$ cat config.mk
export PLATFORM = sky130hd
export DESIGN_NAME = ctm_timer
export DESIGN_NICKNAME = d
export VERILOG_FILES = /design/src/rtl/ctm_pkg.sv /design/src/rtl/ctm_timer.sv
export SDC_FILE = /design/constraint.sdc
export NUM_CORES = 1
export LEC_CHECK = 0
export BUFFER_PORTS_ARGS = -buffer_cell sky130_fd_sc_hd__buf_2
export CAP_MARGIN = 20
export CORE_ASPECT_RATIO = 0.7
export CORE_MARGIN = 2
export CORE_UTILIZATION = 56
export CTS_CLUSTER_SIZE = 40
export DETAILED_ROUTE_END_ITERATION = 16
export HOLD_SLACK_MARGIN = 0.03
export PLACE_DENSITY = 0.77
export SYNTH_ARGS = -nofsm -noshare
export SYNTH_HDL_FRONTEND = slang
export SYNTH_SLANG_ARGS = --single-unit
$ cat constraint.sdc
create_clock -name clk -period 2.4 [get_ports clk]
set_input_delay 0.24 -clock clk [delete_from_list [all_inputs] [get_ports clk]]
set_output_delay 0.24 -clock clk [all_outputs]
set_load 0.02 [all_outputs]
$ cat src/rtl/ctm_pkg.sv
package ctm_pkg;

  // ----------------------------------------------------------------
  // register indices
  // ----------------------------------------------------------------
  localparam logic [2:0] CTM_REG_CLOCK_RUN   = 3'h0;
  localparam logic [2:0] CTM_REG_MODE_OUT    = 3'h1;
  localparam logic [2:0] CTM_REG_COUNT_LOW   = 3'h2;
  localparam logic [2:0] CTM_REG_COUNT_HIGH  = 3'h3;
  localparam logic [2:0] CTM_REG_MATCH_A_LOW = 3'h4;
  localparam logic [2:0] CTM_REG_MATCH_A_HI  = 3'h5;
  localparam logic [2:0] CTM_REG_PERIOD      = 3'h6;

  // ----------------------------------------------------------------
  // field positions
  // ----------------------------------------------------------------
  localparam int CTM_BIT_COUNT_HOLD  = 7;
  localparam int CTM_BIT_CLK_SEL_HI  = 6;
  localparam int CTM_BIT_CLK_SEL_LO  = 4;
  localparam int CTM_BIT_TIMER_ON    = 3;
  localparam int CTM_BIT_MODE_HI     = 7;
  localparam int CTM_BIT_MODE_LO     = 6;
  localparam int CTM_BIT_ACTION_HI   = 5;
  localparam int CTM_BIT_ACTION_LO   = 4;
  localparam int CTM_BIT_INIT_LEVEL  = 3;
  localparam int CTM_BIT_INVERT      = 2;
  localparam int CTM_BIT_SWAP        = 1;
  localparam int CTM_BIT_CLEAR_SEL   = 0;

  // ----------------------------------------------------------------
  // reset values and masks
  // ----------------------------------------------------------------
  localparam logic [7:0]  CTM_CLOCK_RUN_RESET = 8'h00;
  localparam logic [7:0]  CTM_MODE_OUT_RESET  = 8'h00;
  localparam logic [7:0]  CTM_CLOCK_RUN_MASK  = 8'hf8;
  localparam logic [15:0] CTM_MATCH_A_RESET   = 16'h0000;
  localparam logic [7:0]  CTM_PERIOD_RESET    = 8'h00;
  localparam logic [7:0]  CTM_BYTE_ZERO       = 8'h00;
  localparam logic [15:0] CTM_COUNT_ZERO      = 16'h0000;
  localparam logic [15:0] CTM_COUNT_ONE       = 16'h0001;

  // ----------------------------------------------------------------
  // prescaler counts
  // ----------------------------------------------------------------
  localparam logic [1:0] CTM_SYS_DIV4_LAST  = 2'h3;
  localparam logic [5:0] CTM_HIGH_DIV16_END = 6'h0f;
  localparam logic [5:0] CTM_HIGH_DIV64_END = 6'h3f;
  localparam logic [5:0] CTM_DIV16_MASK     = 6'h0f;

  // ----------------------------------------------------------------
  // enumerations
  // ----------------------------------------------------------------
  typedef enum logic [1:0] {
    CTM_MODE_COMPARE = 2'b00,
    CTM_MODE_UNDEF   = 2'b01,
    CTM_MODE_PWM     = 2'b10,
    CTM_MODE_TIMER   = 2'b11
  } ctm_mode_e;

  typedef enum logic [2:0] {
    CTM_CLK_SYS_DIV4  = 3'b000,
    CTM_CLK_SYS       = 3'b001,
    CTM_CLK_HIGH_D16  = 3'b010,
    CTM_CLK_HIGH_D64  = 3'b011,
    CTM_CLK_SUB_A     = 3'b100,
    CTM_CLK_SUB_B     = 3'b101,
    CTM_CLK_EXT_RISE  = 3'b110,
    CTM_CLK_EXT_FALL  = 3'b111
  } ctm_clk_sel_e;

  typedef enum logic [1:0] {
    CTM_ACT_NONE   = 2'b00,
    CTM_ACT_LOW    = 2'b01,
    CTM_ACT_HIGH   = 2'b10,
    CTM_ACT_TOGGLE = 2'b11
  } ctm_action_e;

  // ----------------------------------------------------------------
  // register bus carrier
  // ----------------------------------------------------------------
  typedef struct packed {
    logic [2:0] addr;
    logic [7:0] wdata;
    logic       wr;
    logic       rd;
  } ctm_bus_req_s;

endpackage

$ cat src/rtl/ctm_timer.sv
`timescale 1ns/100ps
// Notes on behaviour
// - sixteen bit counter counts up only
// - period checks upper byte, match A all bits
// - timer on rise zeroes, fall holds count
// - overflow or selected match clears counter
// - count hold freezes, release resumes counting
// - clock source select picks count clock
// - timer off stops counter and prescalers
// - timer on rise restores initial pin level, except in pwm and timer modes
// - clock/run low three bits read zero
// - two-bit operating mode field
// - compare mode pin action on match A
// - pwm mode pin action selection
// - same-level match request shows no change
// - initial level bit: start level, pwm polarity
// - invert bit flips pin, not timer mode
// - swap bit exchanges duty and period roles
// - clear source: match A or period/overflow
// - pwm mode ignores clear source
// - timer mode leaves pin undriven
// - low byte write buffered until high write
// - high byte read latches low byte copy
// - clear on A raises only A flag
module ctm_timer
  import ctm_pkg::*;
(
  // clock and reset
  input  wire logic         clk,
  input  wire logic         resetn,
  // register port
  input  wire ctm_bus_req_s bus_req,
  output logic [7:0]        bus_rdata,
  // clock sources and count pin
  input  wire logic         high_clk,
  input  wire logic         sub_clk,
  input  wire logic         ext_count_input,
  // output pin and match events
  output logic              timer_output_pin,
  output logic              timer_output_en,
  output logic              match_a_flag,
  output logic              match_p_flag
);

  // ----------------------------------------------------------------
  // helpers
  // ----------------------------------------------------------------
  function automatic logic rise(input logic prev, input logic cur);
    rise = cur & ~prev;
  endfunction

  // ----------------------------------------------------------------
  // state
  // ----------------------------------------------------------------
  logic [7:0]   clock_run;
  logic [7:0]   mode_out;
  logic [15:0]  count;
  logic [15:0]  match_a_value;
  logic [7:0]   period_match;
  logic [7:0]   byte_buf;
  logic         on_prev;
  logic         ext_prev;
  logic         high_prev;
  logic         sub_prev;
  logic [1:0]   sys_div;
  logic [5:0]   high_div;
  logic         pin_level;
  logic         next_level;

  logic         timer_on;
  logic         count_hold;
  ctm_clk_sel_e clock_source_select;
  ctm_mode_e    op_mode_select;
  ctm_action_e  pin_action_select;
  logic         pin_initial_level;
  logic         pin_invert;
  logic         duty_period_swap;
  logic         clear_source_select;
  logic         on_rise;
  logic         tick;
  logic [15:0]  count_inc;
  logic [15:0]  period_full;
  logic         hit_a;
  logic         hit_p;
  logic         clear_now;
  logic         flag_a;
  logic         flag_p;
  logic [15:0]  duty_full;
  logic         pwm_active;
  logic         next_pin;
  logic         next_drive;

  assign count_hold          = clock_run[CTM_BIT_COUNT_HOLD];
  assign clock_source_select = ctm_clk_sel_e'(clock_run[CTM_BIT_CLK_SEL_HI:CTM_BIT_CLK_SEL_LO]);
  assign timer_on            = clock_run[CTM_BIT_TIMER_ON];
  assign op_mode_select      = ctm_mode_e'(mode_out[CTM_BIT_MODE_HI:CTM_BIT_MODE_LO]);
  assign pin_action_select   = ctm_action_e'(mode_out[CTM_BIT_ACTION_HI:CTM_BIT_ACTION_LO]);
  assign pin_initial_level   = mode_out[CTM_BIT_INIT_LEVEL];
  assign pin_invert          = mode_out[CTM_BIT_INVERT];
  assign duty_period_swap    = mode_out[CTM_BIT_SWAP];
  assign clear_source_select = mode_out[CTM_BIT_CLEAR_SEL];
  assign on_rise             = rise(on_prev, timer_on);

  // ----------------------------------------------------------------
  // edge history
  // ----------------------------------------------------------------
  always_ff @(posedge clk) begin
    if (!resetn) begin
      on_prev   <= 1'b0;
      ext_prev  <= 1'b0;
      high_prev <= 1'b0;
      sub_prev  <= 1'b0;
    end else begin
      on_prev   <= timer_on;
      ext_prev  <= ext_count_input;
      high_prev <= high_clk;
      sub_prev  <= sub_clk;
    end
  end

  // ----------------------------------------------------------------
  // prescalers, idle while off
  // ----------------------------------------------------------------
  always_ff @(posedge clk) begin
    if (!resetn || !timer_on) begin
      sys_div  <= 2'h0;
      high_div <= 6'h00;
    end else begin
      sys_div <= sys_div + 2'h1;
      if (rise(high_prev, high_clk)) begin
        high_div <= high_div + 6'h01;
      end
    end
  end

  // ----------------------------------------------------------------
  // count clock select
  // ----------------------------------------------------------------
  always_comb begin
    unique case (clock_source_select)
      CTM_CLK_SYS_DIV4: tick = (sys_div == CTM_SYS_DIV4_LAST);
      CTM_CLK_SYS:      tick = 1'b1;
      CTM_CLK_HIGH_D16: tick = rise(high_prev, high_clk) &&
                               ((high_div & CTM_DIV16_MASK) == CTM_HIGH_DIV16_END);
      CTM_CLK_HIGH_D64: tick = rise(high_prev, high_clk) && (high_div == CTM_HIGH_DIV64_END);
      CTM_CLK_SUB_A,
      CTM_CLK_SUB_B:    tick = rise(sub_prev, sub_clk);
      CTM_CLK_EXT_RISE: tick = rise(ext_prev, ext_count_input);
      CTM_CLK_EXT_FALL: tick = rise(~ext_prev, ~ext_count_input);
    endcase
    tick = tick && timer_on && !count_hold && !on_rise;
  end

  // ----------------------------------------------------------------
  // comparators and clear decision
  // ----------------------------------------------------------------
  assign count_inc   = count + CTM_COUNT_ONE;
  assign period_full = {period_match, CTM_BYTE_ZERO};
  assign hit_a       = tick && (count_inc == match_a_value);
  assign hit_p       = tick && (count_inc == period_full);

  always_comb begin
    if (op_mode_select == CTM_MODE_PWM) begin
      clear_now = duty_period_swap ? hit_a : hit_p;
      flag_a    = hit_a;
      flag_p    = hit_p;
    end else if (clear_source_select) begin
      clear_now = hit_a;
      flag_a    = hit_a && (match_a_value != CTM_COUNT_ZERO);
      flag_p    = 1'b0;
    end else begin
      clear_now = hit_p;
      flag_a    = hit_a;
      flag_p    = hit_p;
    end
  end

  // ----------------------------------------------------------------
  // counter
  // ----------------------------------------------------------------
  always_ff @(posedge clk) begin
    if (!resetn) begin
      count <= CTM_COUNT_ZERO;
    end else if (on_rise) begin
      count <= CTM_COUNT_ZERO;
    end else if (tick) begin
      count <= clear_now ? CTM_COUNT_ZERO : count_inc;
    end
  end

  // ----------------------------------------------------------------
  // match flags
  // ----------------------------------------------------------------
  always_ff @(posedge clk) begin
    if (!resetn) begin
      match_a_flag <= 1'b0;
      match_p_flag <= 1'b0;
    end else begin
      match_a_flag <= flag_a;
      match_p_flag <= flag_p;
    end
  end

  // ----------------------------------------------------------------
  // compare mode pin level
  // ----------------------------------------------------------------
  always_comb begin
    next_level = pin_level;
    if (on_rise) begin
      next_level = pin_initial_level;
    end else if (flag_a && op_mode_select == CTM_MODE_COMPARE) begin
      unique case (pin_action_select)
        CTM_ACT_NONE:   next_level = pin_level;
        CTM_ACT_LOW:    next_level = 1'b0;
        CTM_ACT_HIGH:   next_level = 1'b1;
        CTM_ACT_TOGGLE: next_level = ~pin_level;
      endcase
    end
  end

  always_ff @(posedge clk) begin
    if (!resetn) begin
      pin_level <= 1'b0;
    end else begin
      pin_level <= next_level;
    end
  end

  // ----------------------------------------------------------------
  // pwm waveform and pin drive
  // ----------------------------------------------------------------
  assign duty_full  = duty_period_swap ? period_full : match_a_value;
  assign pwm_active = timer_on && (count < duty_full);

  always_comb begin
    next_drive = 1'b1;
    unique case (op_mode_select)
      CTM_MODE_COMPARE: next_pin = next_level;
      CTM_MODE_PWM: begin
        unique case (pin_action_select)
          CTM_ACT_LOW:  next_pin = pin_initial_level;
          CTM_ACT_HIGH: next_pin = pwm_active ? pin_initial_level : ~pin_initial_level;
          default:      next_pin = ~pin_initial_level;
        endcase
      end
      CTM_MODE_UNDEF: next_pin = pin_level;
      CTM_MODE_TIMER: begin
        next_pin   = 1'b0;
        next_drive = 1'b0;
      end
    endcase
    next_pin = next_drive & (next_pin ^ pin_invert);
  end

  always_ff @(posedge clk) begin
    if (!resetn) begin
      timer_output_pin <= 1'b0;
      timer_output_en  <= 1'b0;
    end else begin
      timer_output_pin <= next_pin;
      timer_output_en  <= next_drive;
    end
  end

  // ----------------------------------------------------------------
  // register writes
  // ----------------------------------------------------------------
  always_ff @(posedge clk) begin
    if (!resetn) begin
      clock_run     <= CTM_CLOCK_RUN_RESET;
      mode_out      <= CTM_MODE_OUT_RESET;
      match_a_value <= CTM_MATCH_A_RESET;
      period_match  <= CTM_PERIOD_RESET;
    end else if (bus_req.wr) begin
      unique case (bus_req.addr)
        CTM_REG_CLOCK_RUN:  clock_run <= bus_req.wdata & CTM_CLOCK_RUN_MASK;
        CTM_REG_MODE_OUT:   mode_out <= bus_req.wdata;
        CTM_REG_MATCH_A_HI: match_a_value <= {bus_req.wdata, byte_buf};
        CTM_REG_PERIOD:     period_match <= bus_req.wdata;
        default:            clock_run <= clock_run;
      endcase
    end
  end

  // ----------------------------------------------------------------
  // shared low byte buffer
  // ----------------------------------------------------------------
  always_ff @(posedge clk) begin
    if (!resetn) begin
      byte_buf <= CTM_BYTE_ZERO;
    end else if (bus_req.wr && bus_req.addr == CTM_REG_MATCH_A_LOW) begin
      byte_buf <= bus_req.wdata;
    end else if (bus_req.rd && bus_req.addr == CTM_REG_COUNT_HIGH) begin
      byte_buf <= count[7:0];
    end else if (bus_req.rd && bus_req.addr == CTM_REG_MATCH_A_HI) begin
      byte_buf <= match_a_value[7:0];
    end
  end

  // ----------------------------------------------------------------
  // register reads
  // ----------------------------------------------------------------
  always_ff @(posedge clk) begin
    if (!resetn) begin
      bus_rdata <= CTM_BYTE_ZERO;
    end else if (bus_req.rd) begin
      unique case (bus_req.addr)
        CTM_REG_CLOCK_RUN:   bus_rdata <= clock_run & CTM_CLOCK_RUN_MASK;
        CTM_REG_MODE_OUT:    bus_rdata <= mode_out;
        CTM_REG_COUNT_LOW,
        CTM_REG_MATCH_A_LOW: bus_rdata <= byte_buf;
        CTM_REG_COUNT_HIGH:  bus_rdata <= count[15:8];
        CTM_REG_MATCH_A_HI:  bus_rdata <= match_a_value[15:8];
        CTM_REG_PERIOD:      bus_rdata <= period_match;
        default:             bus_rdata <= CTM_BYTE_ZERO;
      endcase
    end else begin
      bus_rdata <= CTM_BYTE_ZERO;
    end
  end

endmodule

==> After elaboration in Yosys (flattened, before gate mapping) <==
Index checks and enable logic that the tools add are counted.
{ "word_totals": {"regBits": 86, "latch_bits": 0, "mem_bits_rw": 0, "mem_bits_ro": 0, "out_inout_bits": 12, "wordCells": 114, "memories": 0} }
{ "op_classes": {"addsub": 3, "mul": 0, "div": 0, "n_lt_le_gt_ge": 1, "n_eq_ne": 24, "shifts": 0, "mux": 21, "bitwise_logic": 15, "reduce_logical": 32} }
{ "ops": {"columns": ["cell", "n"], "rows": [
  ["$pmux 8 s6", 1],
  ["$eq 16x16->1", 2],
  ["$mux 16", 2],
  ["$mux 8", 3],
  ["$eq 3x3->1 const B", 7],
  ["$add 16x1->16 const B", 1],
  ["$lt 16x16->1", 1],
  ["$reduce_bool 16->1", 1],
  ["$logic_and 1x1->1", 13],
  ["$eq 3x2->1 const B", 4],
  ["$mux 1", 11],
  ["$eq 2x2->1 const B", 5],
  ["$reduce_and 2->1", 5],
  ["$not 1->1", 8],
  ["$pmux 1 s4", 2],
  ["$pmux 1 s7", 1],
  ["$add 6x1->6 const B", 1],
  ["$and 1x1->1", 6],
  ["$eq 3x1->1 const B", 2],
  ["$eq 6x6->1 const B", 1],
  ["$logic_not 3->1", 2],
  ["$reduce_or 2->1", 3],
  ["$eq 2x1->1 const B", 2],
  ["$eq 4x4->1 const B", 1],
  ["other kinds (7)", 11]
]} }

==> Logic depth before layout (Yosys ltp) <==
Gate-level depths: netlist (run 1).
{ "depth": {"ltp_word": 17, "depth_mapped": 11} }

==> Worst setup path before layout (run 1) <==
OpenSTA, ideal clock, no wires.
{ "synth_path": {"path_type": "reg2reg", "from": "register count[4]", "to": "register timer_output_pin", "setup_ns": 0.072, "t_arrival_ns": 2.563, "path_slack_ns": -0.234, "stages_incl_launch_ff": 11, "n_path_buf": 2, "path_cell_list": "dfxtp_1 buf_4 nand4_4 buf_2 nor4_2 mux2_2 nor4_1 nand4bb_1 o31a_1 o41ai_2 mux2i_1"} }
{ "synth_between": {"elab_chain_len": 12} }
{ "synth_lines": {"columns": ["element", "line_no", "rtl"], "rows": [
  ["start, declared", "ctm_timer.sv:57", "logic [15:0] count;"],
  ["start signal, assigned", "ctm_timer.sv:187", "count <= clear_now ? CTM_COUNT_ZERO : count_inc;"],
  ["$add 16x1->16", "ctm_timer.sv:157", "assign count_inc = count + CTM_COUNT_ONE;"],
  ["$eq 16x16->1", "ctm_timer.sv:159", "assign hit_a = tick && (count_inc == match_a_value);"],
  ["$logic_and 1x1->1", "ctm_timer.sv:159", null],
  ["$logic_and 1x1->1", "ctm_timer.sv:169", "flag_a = hit_a && (match_a_value != CTM_COUNT_ZERO);"],
  ["$mux 1", "ctm_timer.sv:167", "end else if (clear_source_select) begin"],
  ["$mux 1", "ctm_timer.sv:163", "if (op_mode_select == CTM_MODE_PWM) begin"],
  ["$logic_and 1x1->1", "ctm_timer.sv:211", "end else if (flag_a && op_mode_select == CTM_MODE_COMPARE) begin"],
  ["$mux 1", "ctm_timer.sv:211", null],
  ["$mux 1", "ctm_timer.sv:209", "if (on_rise) begin"],
  ["$pmux 1 s4 (*)", "ctm_timer.sv:237", "unique case (op_mode_select)"],
  ["$xor 1x1->1 (*)", "ctm_timer.sv:252", "next_pin = next_drive & (next_pin ^ pin_invert);"],
  ["$and 1x1->1 (*)", "ctm_timer.sv:252", null],
  ["end signal, assigned", "ctm_timer.sv:260", "timer_output_pin <= next_pin;"],
  ["end, declared", "ctm_timer.sv:39", "output logic timer_output_pin,"]
]} }
Every way passes the cells marked *; elsewhere a longest branch is shown, timed or not.
A chain may end at the register's enable or synchronous reset.

==> Final worst setup path (run 1) <==
{ "layout_path": {"from": "register count[1]", "to": "register count[3]"} }
{ "layout_between": {"elab_chain_len": 6} }
{ "layout_lines": {"columns": ["element", "line_no"], "rows": [
  ["$add 16x1->16 (*)", "ctm_timer.sv:157"],
  ["$eq 16x16->1, on equally long branches", "ctm_timer.sv:160, ctm_timer.sv:159"],
  ["$logic_and 1x1->1, on equally long branches", "ctm_timer.sv:160, ctm_timer.sv:159"],
  ["$mux 1, on equally long branches", "ctm_timer.sv:167, ctm_timer.sv:164"],
  ["$mux 1", "ctm_timer.sv:163"],
  ["$mux 16 (*)", "ctm_timer.sv:187"]
]} }
Marks and branches as above.

==> impl_metrics.ini, run 1 <==
[critical_path]
start_kind = register
arrival_ns = 3.07
end_kind = register
crit_type = register to register
crit_required_ns = 2.64
critical_path_peak_fanout = 7

[placement]
place_area_um2 = 6510
portBuffers = 29
dpl.hpwl_um = 13100
gp_congestion = 1.01
dp_cells = 903

[drt]
dr.pass1.iters = 6
drt-met1-wl_um = 7770
routed_wl_um = 19400
dr_wl_met3_um = 2380
drt_iter0_drc = 942
wl_per_cell_um = 20.7
met2_length_um = 8500
routed_via_density = 6.45
drc = 0
antenna_left = 0
vias = 6048
top_layer = met4

[sta]
period_share_pct = 118
rsz0062_at_grt = yes
hold_viol = 0
fin_crit_ns = 2.83
max_freq_mhz = 354
worst_pin_slew_ns = 0.715
finalSetupViolCount = 18
relSlewSlack_pct = 52.2
drv_slew = 0
layout_setup_ws_ns = -0.425
clock_skew_ns = 0.00508

[hold_path]
min_path_type = input port to register

[clock_tree]
htreeDepth = 3
cts_tree = built
clk_pin_slew_worst_paths_ns = 0.07
hold_buffers = 0
numClockSinks = 86
numCtsBuffers = 9
ctsLongestPathBuffers = 2
cts-root-buf = clkbuf_16
clock_latency_ns = 0.34

[run]
maxCapViolCount = 0

[layout]
diodes = 0
final_cells = 937
fin_area_um2 = 7360
final_nets = 844
drive_above_1_share_pct = 30.5
areaGrowthSynthToFinish_pct = 32.3
final_common_cell = nand2_1
mostFrequentLayoutCells = 137 x nand2_1, 114 x buf_4, 72 x dfxtp_1

[global_route]
grt_usage_pct = 36.5
grt_overflow_total = 0
grt_pass1_vias = 5640
antenna_found_initial = 1
grt_pass1_wl_um = 30100
grt_max_degree = 42

[synthesis]
synthesis.area_um2 = 5570
ys_async_sr_fraction_pct = 0
yosys_most_used_dff = dfxtp_1
synth_cells = 689
avgSynthCellArea_um2 = 8.08
ys_types = 73
yosys_register_bits = 86
seq_area_frac_synth_pct = 30.9
synth-edff-count = 0
syn_nets = 728
yosys_warnings = 0

[floorplan]
pin_count = 30
dieArea_um2 = 10800
die_h_um = 87.4
die-width_um = 123
start_util_pct = 57.5
rows = 30
core_um2 = 9680

[outcome]
status = complete, but fails checks
violations = negative setup slack

[power_and_ir_drop]
irDropWorstVdd_mv = 0.362
p_leak_nw = 2.79
powerDensity_nw_per_um2 = 430
p_total_w = 0.00317
registers in the layout, summed over array words and instances, names as in the netlist:
| register | cells |
|---|---|
| match_p_flag | 1 |
| period_match | 8 |
| timer_output_en | 1 |
| byte_buf | 8 |
| match_a_flag | 1 |
| timer_output_pin | 1 |
| high_prev | 1 |
| clock_run | 5 |
| count | 16 |
| match_a_value | 16 |
| bus_rdata | 8 |
| high_div | 6 |
| sys_div | 2 |
| sub_prev | 1 |
| on_prev | 1 |
| ext_prev | 1 |
| pin_level | 1 |
| mode_out | 8 |
worst max-delay path: stages, from the launching register on:
cell and delay [ns]:
dfxtp_4 0.38, ha_4 0.17, nand3_4 0.13, or4_4 0.49, and3b_1 0.25, o2111ai_4 0.25, nor4_4 0.08, buf_4 0.16
buf_4 0.14, a211oi_4 0.38, nand2_1 0.13, a31oi_1 0.17
what timing repair did:
action                     CTS  global route
gates resized for setup     69            22
pin swaps                   41            14
buffers inserted            18             2
setup endpoints to repair   19            20
final cells by class:
cell class              count  area (um^2)
clock inverters             6         71.3
inverters                  10         41.3
flip-flops and latches     86         1750
repair buffers            154         1150
well taps                 128          160
clock buffers               9          225
multi-input cells         544         3970
fillers                   637         2320
stage by stage:
step / hold WS (ns) / worst slack [ns] / utilization [%] / TNS (ns)
4_1_cts: 0.124 / -0.280 / 74.7 / -3.79
3_5_place_dp: 0.421 / -0.563 / 67.2 / -8.22
5_1_grt: 0.140 / -0.517 / 76.0 / -8.17
6_report: 0.123 / -0.425 / 76.0 / -6.51
2_1_floorplan: 0.362 / -0.0989 / - / -0.496
3_3_place_gp: 0.411 / -0.386 / 67.2 / -5.23
where the power goes:
| group | total, W | leakage (nW) | switching (W) | internal (W) |
|---|---|---|---|---|
| registers | 0.00146 | 0.704 | 0.0000183 | 0.00145 |
| logic | 0.000272 | 1.95 | 0.000170 | 0.000102 |
| clock network | 0.00143 | 0.138 | 0.000622 | 0.000809 |
synthesized netlist by cell type (3+ instances only):
master,n,area share [%]
xnor3_1,8,3.2
inv_1,10,0.67
nor4_1,9,1.0
xnor2_1,14,2.2
nand4_1,7,0.79
a31oi_1,11,1.2
nand2b_1,7,0.79
and3_1,5,0.56
or3_1,6,0.67
nand2_1,138,9.3
a21oi_1,40,3.6
nor2_1,43,2.9
and2_1,7,0.79
buf_4,3,0.40
or4_1,3,0.40
nor3b_1,3,0.40
clkbuf_1,29,2.0
xor2_1,8,1.3
nor4_2,3,0.67
nand4b_1,3,0.47
ha_1,21,4.7
o21ai_1,4,0.36
nor3_1,15,1.3
o21ai_0,15,1.3
nand3b_1,6,0.81
a21boi_0,34,4.6
buf_1,3,0.20
a221oi_1,17,2.7
nor2b_1,22,2.5
a211oi_1,4,0.54
nand3_1,16,1.4
buf_2,13,1.2
dfxtp_1,86,31
mux2i_1,24,4.3
final timing paths:
kind | from | end | slack [ns] | depth (start not counted)
max | count[1] | count[3] | -0.43 | 11
min | sub_clk | sub_prev | 0.12 | 2
max reg2reg | count[1] | count[3] | -0.43 | 11
min reg2reg | sys_div[0] | sys_div[0] | 0.43 | 1
routing by layer:
layer,global-route usage [%],vias up
met5,0,-
met4,14.3,0
met3,9.23,88
met2,56.1,430
met1,49.3,2841
li1,-,2689
logic make-up after synthesis:
family,after synthesis,synth area share [%]
XOR/XNOR,30,6.70
AND/OR/NAND/NOR,313,29.1
flip-flops,86,30.9
multiplexers,26,4.72
adder cells (fa/ha/maj),21,4.72
AO/OA/AOI/OAI,154,19.2
buffers and inverters,59,4.61
Note: power is estimated with default switching activity, not from simulation.
==> inputs of run 2 (changes only) <==
Settings changed: CELL_PAD_IN_SITES_DETAIL_PLACEMENT from default to 1, CELL_PAD_IN_SITES_GLOBAL_PLACEMENT from default to 1, CORE_MARGIN 2 to default, CORE_UTILIZATION 56 to 42, PLACE_DENSITY 0.77 to default, PLACE_DENSITY_LB_ADDON from default to 0.1.
==> impl_metrics.ini, run 2 (same netlist as run 1, synthesis figures left out) <==
[global_route]
grt_pass1_wl_um = 34200
grt_max_degree = 32
grt.met3_usage_pct = 7.06
grtUsageMet1_pct = 42.3
grtUsageMet2_pct = 53.8
grt_pass1_vias = 6090
top_usage_layer = met2
grt_overflow_total = 0
grt_usage_pct = 32.4
antenna_found_initial = 1

[drt]
drt_iter0_drc = 637
antenna_left = 0
routed_via_density = 6.31
vias = 6242
wl_per_cell_um = 24.8
routed_wl_um = 24500
drc = 0
dr.pass1.iters = 6

[run]
maxCapViolCount = 0

[critical_path]
slowest_delay_ns = 0.39
r2r_slack_ns = -0.68
reg2reg_from = count[1]
r2r_cells = 14
cp-startpoint = count[1]
worstReg2RegEnd = count[4]
end_kind = register
cpMaxStageDelayCell = dfxtp_4
arrival_ns = 3.33
cp_cell_sequence = ha_4 > nand3_4 > buf_8 > buf_4 > nor2_1 > xnor3_1 > nand4_1 > nor4_4 > buf_4 > a21oi_4 > buf_4 > buf_6 > nand3_1 > a31oi_1
crit_type = register to register
critical_path_peak_fanout = 8
cpMostUsedCell = buf_4
critical_path.endpoint = count[4]
start_kind = register
crit_required_ns = 2.64

[floorplan]
start_util_pct = 43.9
pin_count = 30
dieArea_um2 = 13700
core_um2 = 12700
die_h_um = 98.3
die-width_um = 140
rows = 34

[sta]
period_share_pct = 129
max_freq_mhz = 324
rsz0062_at_grt = yes
layout_setup_ws_ns = -0.684
fin_crit_ns = 3.08
hold_viol = 0
relSlewSlack_pct = 49.5
clock_skew_ns = 0.00899
drv_slew = 0
worst_pin_slew_ns = 0.756
finalSetupViolCount = 20
totalNegativeSetupSlack_ns = -10.93

[layout]
final_nets = 861
top_regs = count (16), match_a_value (16)
final_cells = 989
multiInputGateArea_um2 = 3940
final_common_cell = nand2_1
fill_cells = 1504
diodes = 0
drive_above_1_share_pct = 30.8
register_area_um2 = 1750
fin_area_um2 = 7550
mostFrequentLayoutCells = 136 x nand2_1, 122 x buf_4, 73 x dfxtp_1
areaGrowthSynthToFinish_pct = 35.6

[outcome]
violations = negative setup slack
status = complete, but fails checks

[placement]
gp_congestion = 0.890
dpl.hpwl_um = 15300
place_area_um2 = 6580
portBuffers = 29
dp_cells = 941

[power_and_ir_drop]
p_leak_nw = 2.91
p_total_w = 0.00316
irDropWorstVdd_mv = 0.338
powerDensity_nw_per_um2 = 419

[clock_tree]
htreeDepth = 3
clock_latency_ns = 0.35
ctsLongestPathBuffers = 2
cts-root-buf = clkbuf_16
clk_pin_slew_worst_paths_ns = 0.07
cts_tree = built
numClockSinks = 86
numCtsBuffers = 9

[hold_path]
min_path_type = input port to register
run 2: cell count changes in the layout (fill, tap and decap cells not counted), moves of 2 or more:
cell / delta
clkinvlp_4: -2
dfxtp_4: +3
buf_4: +8
buf_12: +3
buf_6: +4
dfxtp_2: -4
nand3_1: +3
inv_6: +3
o21ai_2: -3
o21ai_1: +3
nand3_2: -3
run 2: power breakdown:
group	internal, W	total (W)	switching, W
sequential	0.00144	0.00146	0.0000192
combinational	0.000108	0.000302	0.000194
clock	0.000723	0.00140	0.000674
run 2: worst min-delay path by stage:
stage / to / cells after the start / startpoint / slack [ns]
4_1_cts: high_prev / 2 / high_clk / 0.12
3_3_place_gp: sys_div[0] / 1 / sys_div[0] / 0.41
3_5_place_dp: sys_div[0] / 1 / sys_div[0] / 0.43
2_1_floorplan: ext_prev / 1 / ext_count_input / 0.36
6_report: high_prev / 2 / high_clk / 0.12
5_1_grt: high_prev / 2 / high_clk / 0.13
run 2: per-stage QoR:
stage	util [%]	hold WS [ns]	setup slack, ns
after floorplan	-	0.362	-0.0989
after global placement	51.9	0.409	-0.400
after detailed placement	51.9	0.435	-0.553
after CTS	57.3	0.120	-0.457
after global routing	59.5	0.135	-0.739
final	59.5	0.118	-0.684
run 2: metal layers:
layer	part of all wire, %	wire length, um
met5	0	0
met4	4.3	1040
met3	8.4	2070
met2	46	11300
met1	41	10100
run 2: timing repair:
| action | in CTS | in global routing |
|---|---|---|
| gates cloned | 1 | 0 |
| hold endpoints to repair | 0 | 0 |
| hold buffers | 0 | 0 |
| setup buffers | 18 | 14 |
| pin swaps | 23 | 18 |
| resized for setup | 56 | 34 |
| setup endpoints to repair | 20 | 20 |
run 2: cell type report:
type                    count  area share (%)
flip-flops and latches     86            23.2
well taps                 162            2.69
clock buffers              10            3.03
multi-input cells         545            52.2
repair buffers            170            17.6
inverters                  10           0.547
clock inverters             6           0.696
run 2: critical path: cells and delay by family, from the launching register on:
family | cells | cell delay [ns]
AOI/OAI and AO/OA | 2 | 0.49
xor gates and xnor gates | 1 | 0.34
buffers and inverters | 5 | 0.75
and+or+nand+nor | 5 | 0.85
DFF | 1 | 0.39
adders and majority gates | 1 | 0.16
